==> src/include/skew_strap_regs.vh <==
`ifndef SKEW_STRAP_REGS_VH
`define SKEW_STRAP_REGS_VH

// register byte addresses
`define REG_FINE_PHASE      8'h00
`define REG_COARSE_PHASE    8'h04
`define REG_REF_CONFIG      8'h08
`define REG_DIV_ENABLE      8'h0C
`define REG_MCLK_STATUS     8'h10
`define REG_MCLK_TRIM       8'h14

// reset values
`define RST_FINE_PHASE      32'h0000_0000
`define RST_COARSE_PHASE    32'h0000_0000
`define RST_REF_CONFIG      9'h000
`define RST_MCLK_TRIM       32'h046A_AAAB

// status field positions
`define MCLK_CODE_LSB       0
`define MCLK_VALID_BIT      2
`define MCLK_RSVD_BIT       3

// strap codes
`define STRAP_24M576        2'b00
`define STRAP_49M152        2'b01
`define STRAP_20M           2'b10
`define STRAP_RSVD          2'b11

// master clock frequencies in hz
`define MCLK_HZ_24M576      32'h0177_0000
`define MCLK_HZ_49M152      32'h02EE_0000
`define MCLK_HZ_20M         32'h0131_2D00

// strap hold window, 125 ms at 40 mhz
`define CLK_HZ              40000000
`define STRAP_HOLD_MS       125
`define STRAP_HOLD_CYC      ((`STRAP_HOLD_MS * (`CLK_HZ / 1000)))

// axi responses
`define RESP_OKAY           2'b00
`define RESP_SLVERR         2'b10

`endif

==> src/hw/skew_strap_ctrl.v <==
// Behaviour
// - each synthesizer owns four output dividers, each enabled on its own.
// - dividers 0 and 1 feed differential outputs, 2 and 3 single-ended ones.
// - fine phase is shared by all four outputs; coarse phase is per single-ended output.
// - fine phase is an 8-bit advance in 1/256 synthesizer periods for all four outputs.
// - coarse phase moves a single-ended output in whole synthesizer periods.
// - nine references are single-ended or differential, two more single-ended only.
// - every reference resets single-ended until software sets its differential bit.
// - internal system clocks all derive from the master clock input.
// - reference monitoring takes the master clock frequency as its zero-offset point.
// - the master clock strap is taken from gpio 1:0 after reset release, held 125 ms.
// - strap 00 is 24.576 MHz, 01 is 49.152 MHz, 10 is 20 MHz, 11 is reserved.
//
// Design decisions made here: the register addresses and the AXI4-Lite interface to the registers.
`include "skew_strap_regs.vh"
`default_nettype none

module skew_strap_ctrl #(
    parameter NUM_SYNTH   = 4,
    parameter COARSE_W    = 6,
    parameter HOLD_CYC    = `STRAP_HOLD_CYC
) (
    input  wire                      i_clk,          // 40 mhz system clock
    input  wire                      i_reset_n,      // power-on reset, active low
    input  wire [1:0]                i_gpio_strap,   // gpio 1:0 strap pins
    input  wire [7:0]                i_awaddr,       // write address
    input  wire                      i_awvalid,      // write address valid
    output reg                       o_awready,      // write address ready
    input  wire [31:0]               i_wdata,        // write data
    input  wire [3:0]                i_wstrb,        // write byte strobes
    input  wire                      i_wvalid,       // write data valid
    output reg                       o_wready,       // write data ready
    output reg  [1:0]                o_bresp,        // write response
    output reg                       o_bvalid,       // write response valid
    input  wire                      i_bready,       // write response ready
    input  wire [7:0]                i_araddr,       // read address
    input  wire                      i_arvalid,      // read address valid
    output reg                       o_arready,      // read address ready
    output reg  [31:0]               o_rdata,        // read data
    output reg  [1:0]                o_rresp,        // read response
    output reg                       o_rvalid,       // read data valid
    input  wire                      i_rready,       // read data ready
    output reg  [NUM_SYNTH*8-1:0]    o_fine_phase,   // per synth fine advance
    output reg  [NUM_SYNTH*2*COARSE_W-1:0] o_coarse_phase, // per se output steps
    output reg  [NUM_SYNTH*4-1:0]    o_div_en,       // per divider enables
    output reg  [8:0]                o_ref_diff,     // ref 0..8 differential mode
    output reg  [1:0]                o_mclk_sel,     // captured master clock code
    output reg                       o_mclk_valid,   // strap capture done
    output reg  [31:0]               o_mclk_hz       // zero-offset reference freq
);

    //--------------------------------------------------------------------
    // register storage
    //--------------------------------------------------------------------
    reg  [31:0] fine_q;
    reg  [31:0] coarse_raw_q;
    reg  [31:0] trim_q;
    wire [NUM_SYNTH*2*COARSE_W-1:0] coarse_cl;

    // one clamp per single-ended output, raw field is 4 bits each
    genvar g;
    generate
        for (g = 0; g < NUM_SYNTH*2; g = g + 1) begin : g_clamp
            coarse_clamp #(
                .IN_W  (4),
                .OUT_W (COARSE_W)
            ) u_clamp (
                .i_raw   (coarse_raw_q[g*4 +: 4]),
                .o_steps (coarse_cl[g*COARSE_W +: COARSE_W])
            );
        end
    endgenerate

    //--------------------------------------------------------------------
    // strap capture
    //--------------------------------------------------------------------
    localparam ST_WAIT = 3'b001;
    localparam ST_HOLD = 3'b010;
    localparam ST_DONE = 3'b100;

    reg [2:0]  st_q;
    reg [31:0] hold_cnt_q;

    // sample on the first edge after release, then wait out the hold
    // window; pins are free gpio afterwards and never looked at again
    always @(posedge i_clk or negedge i_reset_n) begin
        if (!i_reset_n) begin
            st_q         <= ST_WAIT;
            hold_cnt_q   <= 32'h0000_0000;
            o_mclk_sel   <= `STRAP_24M576;
            o_mclk_valid <= 1'b0;
            o_mclk_hz    <= `MCLK_HZ_24M576;
        end else begin
            case (st_q)
                ST_WAIT: begin
                    o_mclk_sel <= i_gpio_strap;
                    case (i_gpio_strap)
                        `STRAP_24M576: o_mclk_hz <= `MCLK_HZ_24M576;
                        `STRAP_49M152: o_mclk_hz <= `MCLK_HZ_49M152;
                        `STRAP_20M:    o_mclk_hz <= `MCLK_HZ_20M;
                        default:       o_mclk_hz <= 32'h0000_0000; // reserved
                    endcase
                    hold_cnt_q <= 32'h0000_0000;
                    st_q       <= ST_HOLD;
                end
                ST_HOLD: begin
                    if (hold_cnt_q >= HOLD_CYC - 1) begin
                        o_mclk_valid <= 1'b1;
                        st_q         <= ST_DONE;
                    end else begin
                        hold_cnt_q <= hold_cnt_q + 32'h0000_0001;
                    end
                end
                ST_DONE: begin
                    st_q <= ST_DONE;
                end
                default: begin
                    st_q <= ST_DONE;
                end
            endcase
        end
    end

    //--------------------------------------------------------------------
    // axi4-lite write channel
    //--------------------------------------------------------------------
    reg        aw_have_q;
    reg        w_have_q;
    reg [7:0]  awaddr_q;
    reg [31:0] wdata_q;
    reg [3:0]  wstrb_q;
    wire       do_write;
    wire       wr_hit;

    assign do_write = aw_have_q && w_have_q && !o_bvalid;
    assign wr_hit   = (awaddr_q == `REG_FINE_PHASE) || (awaddr_q == `REG_COARSE_PHASE) ||
                      (awaddr_q == `REG_REF_CONFIG) || (awaddr_q == `REG_DIV_ENABLE) ||
                      (awaddr_q == `REG_MCLK_TRIM);

    // merge strobed bytes into a stored word
    function [31:0] merge;
        input [31:0] old;
        input [31:0] nw;
        input [3:0]  stb;
        integer k;
        begin
            merge = old;
            for (k = 0; k < 4; k = k + 1) begin
                if (stb[k]) begin
                    merge[k*8 +: 8] = nw[k*8 +: 8];
                end
            end
        end
    endfunction

    // address and data accepted in either order, one write at a time
    always @(posedge i_clk or negedge i_reset_n) begin
        if (!i_reset_n) begin
            aw_have_q      <= 1'b0;
            w_have_q       <= 1'b0;
            awaddr_q       <= 8'h00;
            wdata_q        <= 32'h0000_0000;
            wstrb_q        <= 4'h0;
            o_awready      <= 1'b0;
            o_wready       <= 1'b0;
            o_bvalid       <= 1'b0;
            o_bresp        <= `RESP_OKAY;
            fine_q         <= `RST_FINE_PHASE;
            coarse_raw_q   <= `RST_COARSE_PHASE;
            trim_q         <= `RST_MCLK_TRIM;
            o_ref_diff     <= `RST_REF_CONFIG;
            o_div_en       <= {NUM_SYNTH*4{1'b0}};
        end else begin
            o_awready <= !aw_have_q && !o_awready && i_awvalid && !o_bvalid;
            o_wready  <= !w_have_q && !o_wready && i_wvalid && !o_bvalid;
            if (o_awready && i_awvalid) begin
                aw_have_q <= 1'b1;
                awaddr_q  <= i_awaddr;
            end
            if (o_wready && i_wvalid) begin
                w_have_q <= 1'b1;
                wdata_q  <= i_wdata;
                wstrb_q  <= i_wstrb;
            end
            if (do_write) begin
                aw_have_q <= 1'b0;
                w_have_q  <= 1'b0;
                o_bvalid  <= 1'b1;
                o_bresp   <= wr_hit ? `RESP_OKAY : `RESP_SLVERR;
                case (awaddr_q)
                    `REG_FINE_PHASE:   fine_q <= merge(fine_q, wdata_q, wstrb_q);
                    `REG_COARSE_PHASE: coarse_raw_q <= merge(coarse_raw_q, wdata_q, wstrb_q);
                    `REG_REF_CONFIG: begin
                        if (wstrb_q[0]) o_ref_diff[7:0] <= wdata_q[7:0];
                        if (wstrb_q[1]) o_ref_diff[8]   <= wdata_q[8];
                    end
                    `REG_DIV_ENABLE: begin
                        if (wstrb_q[0]) o_div_en[7:0]  <= wdata_q[7:0];
                        if (wstrb_q[1]) o_div_en[15:8] <= wdata_q[15:8];
                    end
                    `REG_MCLK_TRIM: trim_q <= merge(trim_q, wdata_q, wstrb_q);
                    default: ;
                endcase
            end else if (o_bvalid && i_bready) begin
                o_bvalid <= 1'b0;
            end
        end
    end

    //--------------------------------------------------------------------
    // phase outputs, registered
    //--------------------------------------------------------------------
    // fine byte per synth shared by its four outputs, coarse per se output
    always @(posedge i_clk or negedge i_reset_n) begin
        if (!i_reset_n) begin
            o_fine_phase   <= {NUM_SYNTH*8{1'b0}};
            o_coarse_phase <= {NUM_SYNTH*2*COARSE_W{1'b0}};
        end else begin
            o_fine_phase   <= fine_q[NUM_SYNTH*8-1:0];
            o_coarse_phase <= coarse_cl;
        end
    end

    //--------------------------------------------------------------------
    // axi4-lite read channel
    //--------------------------------------------------------------------
    reg [31:0] rd_mux;
    reg        rd_hit;

    always @* begin
        rd_hit = 1'b1;
        rd_mux = 32'h0000_0000;
        case (i_araddr)
            `REG_FINE_PHASE:   rd_mux = fine_q;
            `REG_COARSE_PHASE: rd_mux = coarse_raw_q;
            `REG_REF_CONFIG:   rd_mux = {23'h00_0000, o_ref_diff};
            `REG_DIV_ENABLE:   rd_mux = {{(32-NUM_SYNTH*4){1'b0}}, o_div_en};
            `REG_MCLK_STATUS: begin
                rd_mux[`MCLK_CODE_LSB +: 2] = o_mclk_sel;
                rd_mux[`MCLK_VALID_BIT]     = o_mclk_valid;
                rd_mux[`MCLK_RSVD_BIT]      = (o_mclk_sel == `STRAP_RSVD);
            end
            `REG_MCLK_TRIM:    rd_mux = trim_q;
            default:           rd_hit = 1'b0;
        endcase
    end

    // one read at a time, answer two edges after arvalid
    always @(posedge i_clk or negedge i_reset_n) begin
        if (!i_reset_n) begin
            o_arready <= 1'b0;
            o_rvalid  <= 1'b0;
            o_rdata   <= 32'h0000_0000;
            o_rresp   <= `RESP_OKAY;
        end else begin
            o_arready <= i_arvalid && !o_arready && !o_rvalid;
            if (o_arready && i_arvalid) begin
                o_rvalid <= 1'b1;
                o_rdata  <= rd_mux;
                o_rresp  <= rd_hit ? `RESP_OKAY : `RESP_SLVERR;
            end else if (o_rvalid && i_rready) begin
                o_rvalid <= 1'b0;
            end
        end
    end

endmodule // skew_strap_ctrl

`default_nettype wire

==> src/hw/coarse_clamp.v <==
`include "skew_strap_regs.vh"
`default_nettype none

// saturates a signed coarse step count into the supported range
module coarse_clamp #(
    parameter IN_W  = 8,
    parameter OUT_W = 6
) (
    input  wire [IN_W-1:0]  i_raw,   // signed requested steps
    output wire [OUT_W-1:0] o_steps  // signed clamped steps
);
    // compare one bit wider than either side so neither bound wraps
    localparam XW = ((IN_W > OUT_W) ? IN_W : OUT_W) + 1;
    localparam signed [XW-1:0] MAXV = {{(XW-OUT_W+1){1'b0}}, {(OUT_W-1){1'b1}}};
    localparam signed [XW-1:0] MINV = {{(XW-OUT_W+1){1'b1}}, {(OUT_W-1){1'b0}}};

    wire signed [XW-1:0] raw_s;
    assign raw_s = {{(XW-IN_W){i_raw[IN_W-1]}}, i_raw};

    // clamp beyond range rather than wrap
    assign o_steps = (raw_s > MAXV) ? MAXV[OUT_W-1:0] :
                     (raw_s < MINV) ? MINV[OUT_W-1:0] :
                     raw_s[OUT_W-1:0];
endmodule // coarse_clamp

`default_nettype wire

==> config.mk <==
export PLATFORM = sky130hd
export DESIGN_NAME = skew_strap_ctrl
export DESIGN_NICKNAME = d
export VERILOG_FILES = /design/src/hw/skew_strap_ctrl.v /design/src/hw/coarse_clamp.v
export VERILOG_INCLUDE_DIRS = /design/src /design/src/include
export SDC_FILE = /design/constraint.sdc
export NUM_CORES = 1
export LEC_CHECK = 0
export ABC_AREA = 1
export BUFFER_PORTS_ARGS = -buffer_cell sky130_fd_sc_hd__buf_2
export CAP_MARGIN = 20
export CORE_MARGIN = 8
export CORE_UTILIZATION = 55
export DETAILED_ROUTE_END_ITERATION = 16
export HOLD_SLACK_MARGIN = 0.1
export PLACE_DENSITY = 0.76
export SLEW_MARGIN = 20
export SYNTH_ARGS = -nofsm -noshare
export SYNTH_HDL_FRONTEND = slang
export SYNTH_SLANG_ARGS = --single-unit
==> constraint.sdc <==
create_clock -name i_clk -period 2 [get_ports i_clk]
set_clock_uncertainty 0.1 [all_clocks]
set_input_delay 0.3 -clock i_clk [delete_from_list [all_inputs] [get_ports i_clk]]
set_output_delay 0.3 -clock i_clk [all_outputs]
set_load 0.02 [all_outputs]
; Word level (Yosys, flattened, before mapping)
; Index checks and enable logic that the tools add are counted.
[word_totals]
regBits = 358
latch_bits = 0
ram_bits = 0
rom_bits = 0
inputBits = 61
word_cells = 157
memories = 0
[classes]
n_addsub = 1
multipliers = 0
n_div = 0
n_lt_le_gt_ge = 17
n_eq_ne = 16
shifts = 0
n_mux = 34
bitwise_logic = 0
n_reduce_logical = 53
[op_table]
columns = cell, count
row1 = $pmux 28 s5, 1
row2 = $mux 6, 16
row3 = $pmux 26 s3, 1
row4 = $pmux 32 s2, 1
row5 = $gt 4x6->1 const B, 8
row6 = $lt 4x6->1 const B, 8
row7 = $reduce_and 3->1, 16
row8 = $add 32x1->32 const B, 1
row9 = $eq 8x4->1 const B, 4
row10 = $ge 32x23->1 const B, 1
row11 = $mux 32, 1
row12 = $eq 8x5->1 const B, 3
row13 = $pmux 4 s6, 1
row14 = $eq 8x3->1 const B, 2
row15 = $logic_not 8->1, 2
row16 = $logic_and 1x1->1, 15
row17 = $reduce_bool 2->1, 5
row18 = $mux 1, 9
row19 = $logic_not 1->1, 7
row20 = $pmux 3 s2, 1
row21 = $reduce_or 6->1, 1
row22 = $eq 2x2->1 const B, 2
row23 = $logic_or 1x1->1, 4
row24 = $mux 2, 2
row25 = other kinds (7), 9

; Logic depth before layout (Yosys ltp)
[logic_depth]
depth_word = 6
mapped_depth = 12
mapped_depth_nobuf = 11

; Hierarchy
; Synthesis repeated with hierarchy kept, for this count alone.
[hier_totals]
hier_cells = 1461
hier_area_um2 = 13456.7
[by_module_without_submodules]
columns = module, n_inst, cells_each, area_each_um2, seq_area_each_um2
row1 = skew_strap_ctrl, 1, 1413, 13126.3, 8255.4
row2 = coarse_clamp, 8, 6, 41.3, 0.0

; Worst setup path after synthesis
; OpenSTA, ideal clock, no wires.
[synth_path]
path_type = register -> register
from = register o_bvalid
to = register o_div_en[5]
t_arrival_ps = 1488
t_required_ps = 1773
path_slack_ps = 285
stages_incl_launch_ff = 8
path_buffers = 1
cell_sequence = dfrtp_1 inv_1 nand3_2 nor2_1 nand4_1 buf_2 nand2_1 o21ai_0
[synth_via]
elab_chain_len = 3
[synth_lines]
columns = item, line
row1 = from (decl), skew_strap_ctrl.v:34  ; output reg o_bvalid,
row2 = from (signal assigned), skew_strap_ctrl.v:166  ; o_bvalid <= 1'b0;
row3 = from (signal assigned), skew_strap_ctrl.v:188  ; o_bvalid <= 1'b1;
row4 = from (signal assigned), skew_strap_ctrl.v:205  ; o_bvalid <= 1'b0;
row5 = $logic_not 1->1, skew_strap_ctrl.v:135  ; assign do_write = aw_have_q && w_have_q && !o_bvalid;
row6 = $logic_and 1x1->1, skew_strap_ctrl.v:135
row7 = $reduce_and 3->1 (no line), --
row8 = to (signal assigned), skew_strap_ctrl.v:172  ; o_div_en <= {NUM_SYNTH*4{1'b0}};
row9 = to (signal assigned), skew_strap_ctrl.v:198  ; if (wstrb_q[0]) o_div_en[7:0] <= wdata_q[7:0];
row10 = to (decl), skew_strap_ctrl.v:45  ; output reg [NUM_SYNTH*4-1:0] o_div_en,
; No other way between the ends.
; A chain may end at the register's enable or synchronous reset.

; Worst setup path after layout
[layout_path]
from = register o_bvalid
to = register fine_q[3]
[layout_via]
elab_chain_len = 3
[layout_lines]
columns = item, line
row1 = $logic_not 1->1, skew_strap_ctrl.v:135
row2 = $logic_and 1x1->1, skew_strap_ctrl.v:135
row3 = $reduce_and 3->1 (no line), --
row4 = to (signal assigned), skew_strap_ctrl.v:168  ; fine_q <= `RST_FINE_PHASE;
row5 = to (signal assigned), skew_strap_ctrl.v:191  ; `REG_FINE_PHASE: fine_q <= merge(fine_q, wdata_q, wstrb_q);
row6 = to (decl), skew_strap_ctrl.v:55  ; reg [31:0] fine_q;
; No other way between the ends.

==> results.md <==
- # IOs: 242
- Gr usage total: 25.0%
- Sw Ratio: 30.7%
- HP Class: in2reg
- Starting density of the core: 55.4%
- Post-route ant nets: 0
- Synthesized area per cell: 9.21 um2
- P_sw: 0.00582 W
- Count leader, synth: nand2_1
- Post-synth top area share: 58.8%
- Distinct cells, synth: 37
- Hpwl dp: 23.6 mm
- TritonCTS Buffers: 34
- Worst Setup Slack, final: 0.0926 ns
- CTS root buf: clkbuf_16
- Largest net degree at the start of global routing: 74
- Initial antenna violation count: 1
- Seq pwr share: 46.1%
- # clock sinks: 321
- CTS Buffer Depth: 3
- Final worst path period share: 95.4%
- EDFF count, synth: 0
- Origin of the critical flop-to-flop path: o_bvalid
- Clock share of power: 35.3%
- Logic pwr share: 18.6%
- Total gr overflow: 0
- Worst-Skew Late Latency: 0.51 ns
- First-pass GRT wire length: 57.2 mm
- Hold Crit Start: i_araddr[0]
- DRT Pass-1 Iters: 5
- Maxcap violations: 0
- Max-slew headroom: 61.9%
- DR vias: 10700
- Post-route minimum period: 1.91 ns
- Cell Rows: 56
- Area of the mapped netlist: 12900 um2
- Dominant cell type by area after synthesis: dfrtp_1
- Layout cells sized above 1: 21.8%
- Vias in the first global route: 11000
- Core box area: 23300 um2
- Slew Viols, Final: 0
- DR iter-0 viols: 961
- Flops & latches, synth: 321
- Hold slack: 0.234 ns
- Setup bufs post-CTS: 0
- Top FF cell, synth: dfrtp_1
- Post-synthesis cell count: 1399
- Pleak: 8.34 nW
- RSZ-0062 raised after global routing: true
- CP required: 2.25 ns
- Die Height: 169 um
- Warnings, synthesis: 0
- Worst setup SP type: register
- Cell Int Power: 0.0131 W
- Seq/Total Area, Yosys: 62.5%
- Crit end category: register
- Final setup fails: 0
- CTS clk-pin slew, worst paths: 0.06 ns
- Port Buffers: 221
- Worst vdd ir: 0.846 mV
- Arrival time of the worst setup path: 2.16 ns
- Layout area overhead: 26.3%
- Total wire length: 35.6 mm
- Via density: 5.28
- Slew @ Worst Pin: 0.569 ns
- CTS tree: yes
- Crit Path Max Fanout: 16
- Power Density: 1160 nW/um2
- Placed insts: 1911
- WL per Instance: 17.5 um
- Die Width: 169 um
- Gpl congestion: 0.897
- Fin cells: 2031
- Nets@finish: 1747
- DP Worst Slack: 0.0660 ns
- Top cells by area, synth: dfrtp_1 (59%), nand2_1 (13%), o21ai_0 (7.0%)
- Drt drc: 0
- Critical Path Start: o_bvalid
- F_max: 524 MHz
- Post-synth top cells: nand2_1 (461), dfrtp_1 (303), o21ai_0 (179), nor2_1 (87), nand3_1 (86)
- Async SR Flop Fraction: 100%
- Final hold violations: 0
- Crit Path Class: reg2reg
- CTS H-tree lvls: 2
- Die area: 28600 um2
- Run status: finished clean
worst paths after layout:
| kind | endpoint | slack, ns | cells after the start |
|---|---|---|---|
| min in group asynchronous | coarse_raw_q[8] | 0.25 | 2 |
| setup reg to reg | fine_q[3] | 0.09 | 6 |
| hold reg to reg | o_fine_phase[25] | 0.30 | 0 |
| max in group asynchronous | trim_q[0] | 0.87 | 3 |
| hold / removal | o_rresp[1] | 0.23 | 5 |
| setup / recovery | fine_q[3] | 0.09 | 6 |
worst max-delay path, cell delays in order, from the launching register on:
cell	delay, ns
dfrtp_1	0.42
inv_1	0.10
nand3_2	0.15
nor2_1	0.28
nand2_1	0.41
nand2_1	0.18
o21ai_0	0.10
metrics by stage:
stage | total power (W) | cell area [um2] | utilization [%] | setup TNS, ns
floorplan | 0.0107 | 13000 | - | 0
global placement | 0.0120 | 14400 | 62.1 | 0
detailed placement | 0.0122 | 14400 | 62.1 | 0
CTS | 0.0190 | 16200 | 69.8 | 0
global route | 0.0198 | 16300 | 70.0 | -0.555
finish | 0.0189 | 16300 | 70.0 | 0
power by group through the flow:
stage	Sequential, W	Combinational (W)	Clock [W]
3_5_place_dp	0.00879	0.00338	0
5_1_grt	0.00886	0.00391	0.00705
2_1_floorplan	0.00926	0.00146	0
3_3_place_gp	0.00876	0.00327	0
4_1_cts	0.00871	0.00353	0.00679
6_report	0.00873	0.00353	0.00668
timing repair:
action | 4_1_cts | 5_1_grt
hold buffers | 57 | 0
setup endpoints to repair | 0 | 74
endpoints found under the hold margin | 337 | 0
gates resized for setup | 0 | 11
cell type report:
cell class	count	area, um2
Antenna cell	1	2.50
Tap cell	319	399
Inverter	90	338
Fill cell	1746	6990
Clock inverter	14	193
Sequential cell	321	8060
Clock buffer	48	1020
Multi-Input combinational cell	914	4080
Timing Repair Buffer	324	2180
placed cells by master, fill, tap and decap left out, types with 3 or more instances in the layout:
cell type	n
a21oi_1	24
a31oi_1	7
buf_12	12
buf_2	220
buf_4	34
bufinv_16	4
clkbuf_1	3
clkbuf_16	35
clkbuf_8	10
clkinv_2	7
conb_1	21
dfrtp_1	302
dfstp_2	18
dlygate4sd3_1	57
inv_1	85
inv_2	4
nand2_1	455
nand2_2	7
nand3_1	85
nand3_2	3
nand4_1	11
nor2_1	84
nor2_4	3
nor3_1	5
nor3_2	4
o21a_1	3
o21ai_0	178
xor2_1	5
logic make-up after synthesis:
family	count (synthesis)	synth area share [%]
compound gates	219	8.75
xor+xnor	6	0.408
fa+ha+maj	1	0.0971
buf+inv	184	6.92
flops	321	62.5
other cells	1	0.0291
simple gates	667	21.3
layer usage:
metal | vias up | track usage, % | part of all wire, % | routed length (um)
met3 | 87 | 5.66 | 7.6 | 2720
met4 | 0 | 8.43 | 2.7 | 973
met2 | 421 | 42.7 | 50 | 17800
met1 | 5218 | 31.1 | 40 | 14200
met5 | - | 0 | 0 | 0
li1 | 5000 | - | - | -
state kept, by name, summed over array words and instances (netlist names), 2 cells and up:
| name | cells |
|---|---|
| st_q | 3 |
| o_mclk_sel | 2 |
| o_mclk_hz | 5 |
| trim_q | 32 |
| hold_cnt_q | 32 |
| coarse_raw_q | 32 |
| o_div_en | 16 |
| o_fine_phase | 32 |
| fine_q | 32 |
| o_rdata | 32 |
| awaddr_q | 8 |
| o_ref_diff | 9 |
| wdata_q | 32 |
| wstrb_q | 4 |
| o_coarse_phase | 40 |
Power figures use the tool's default switching activity.
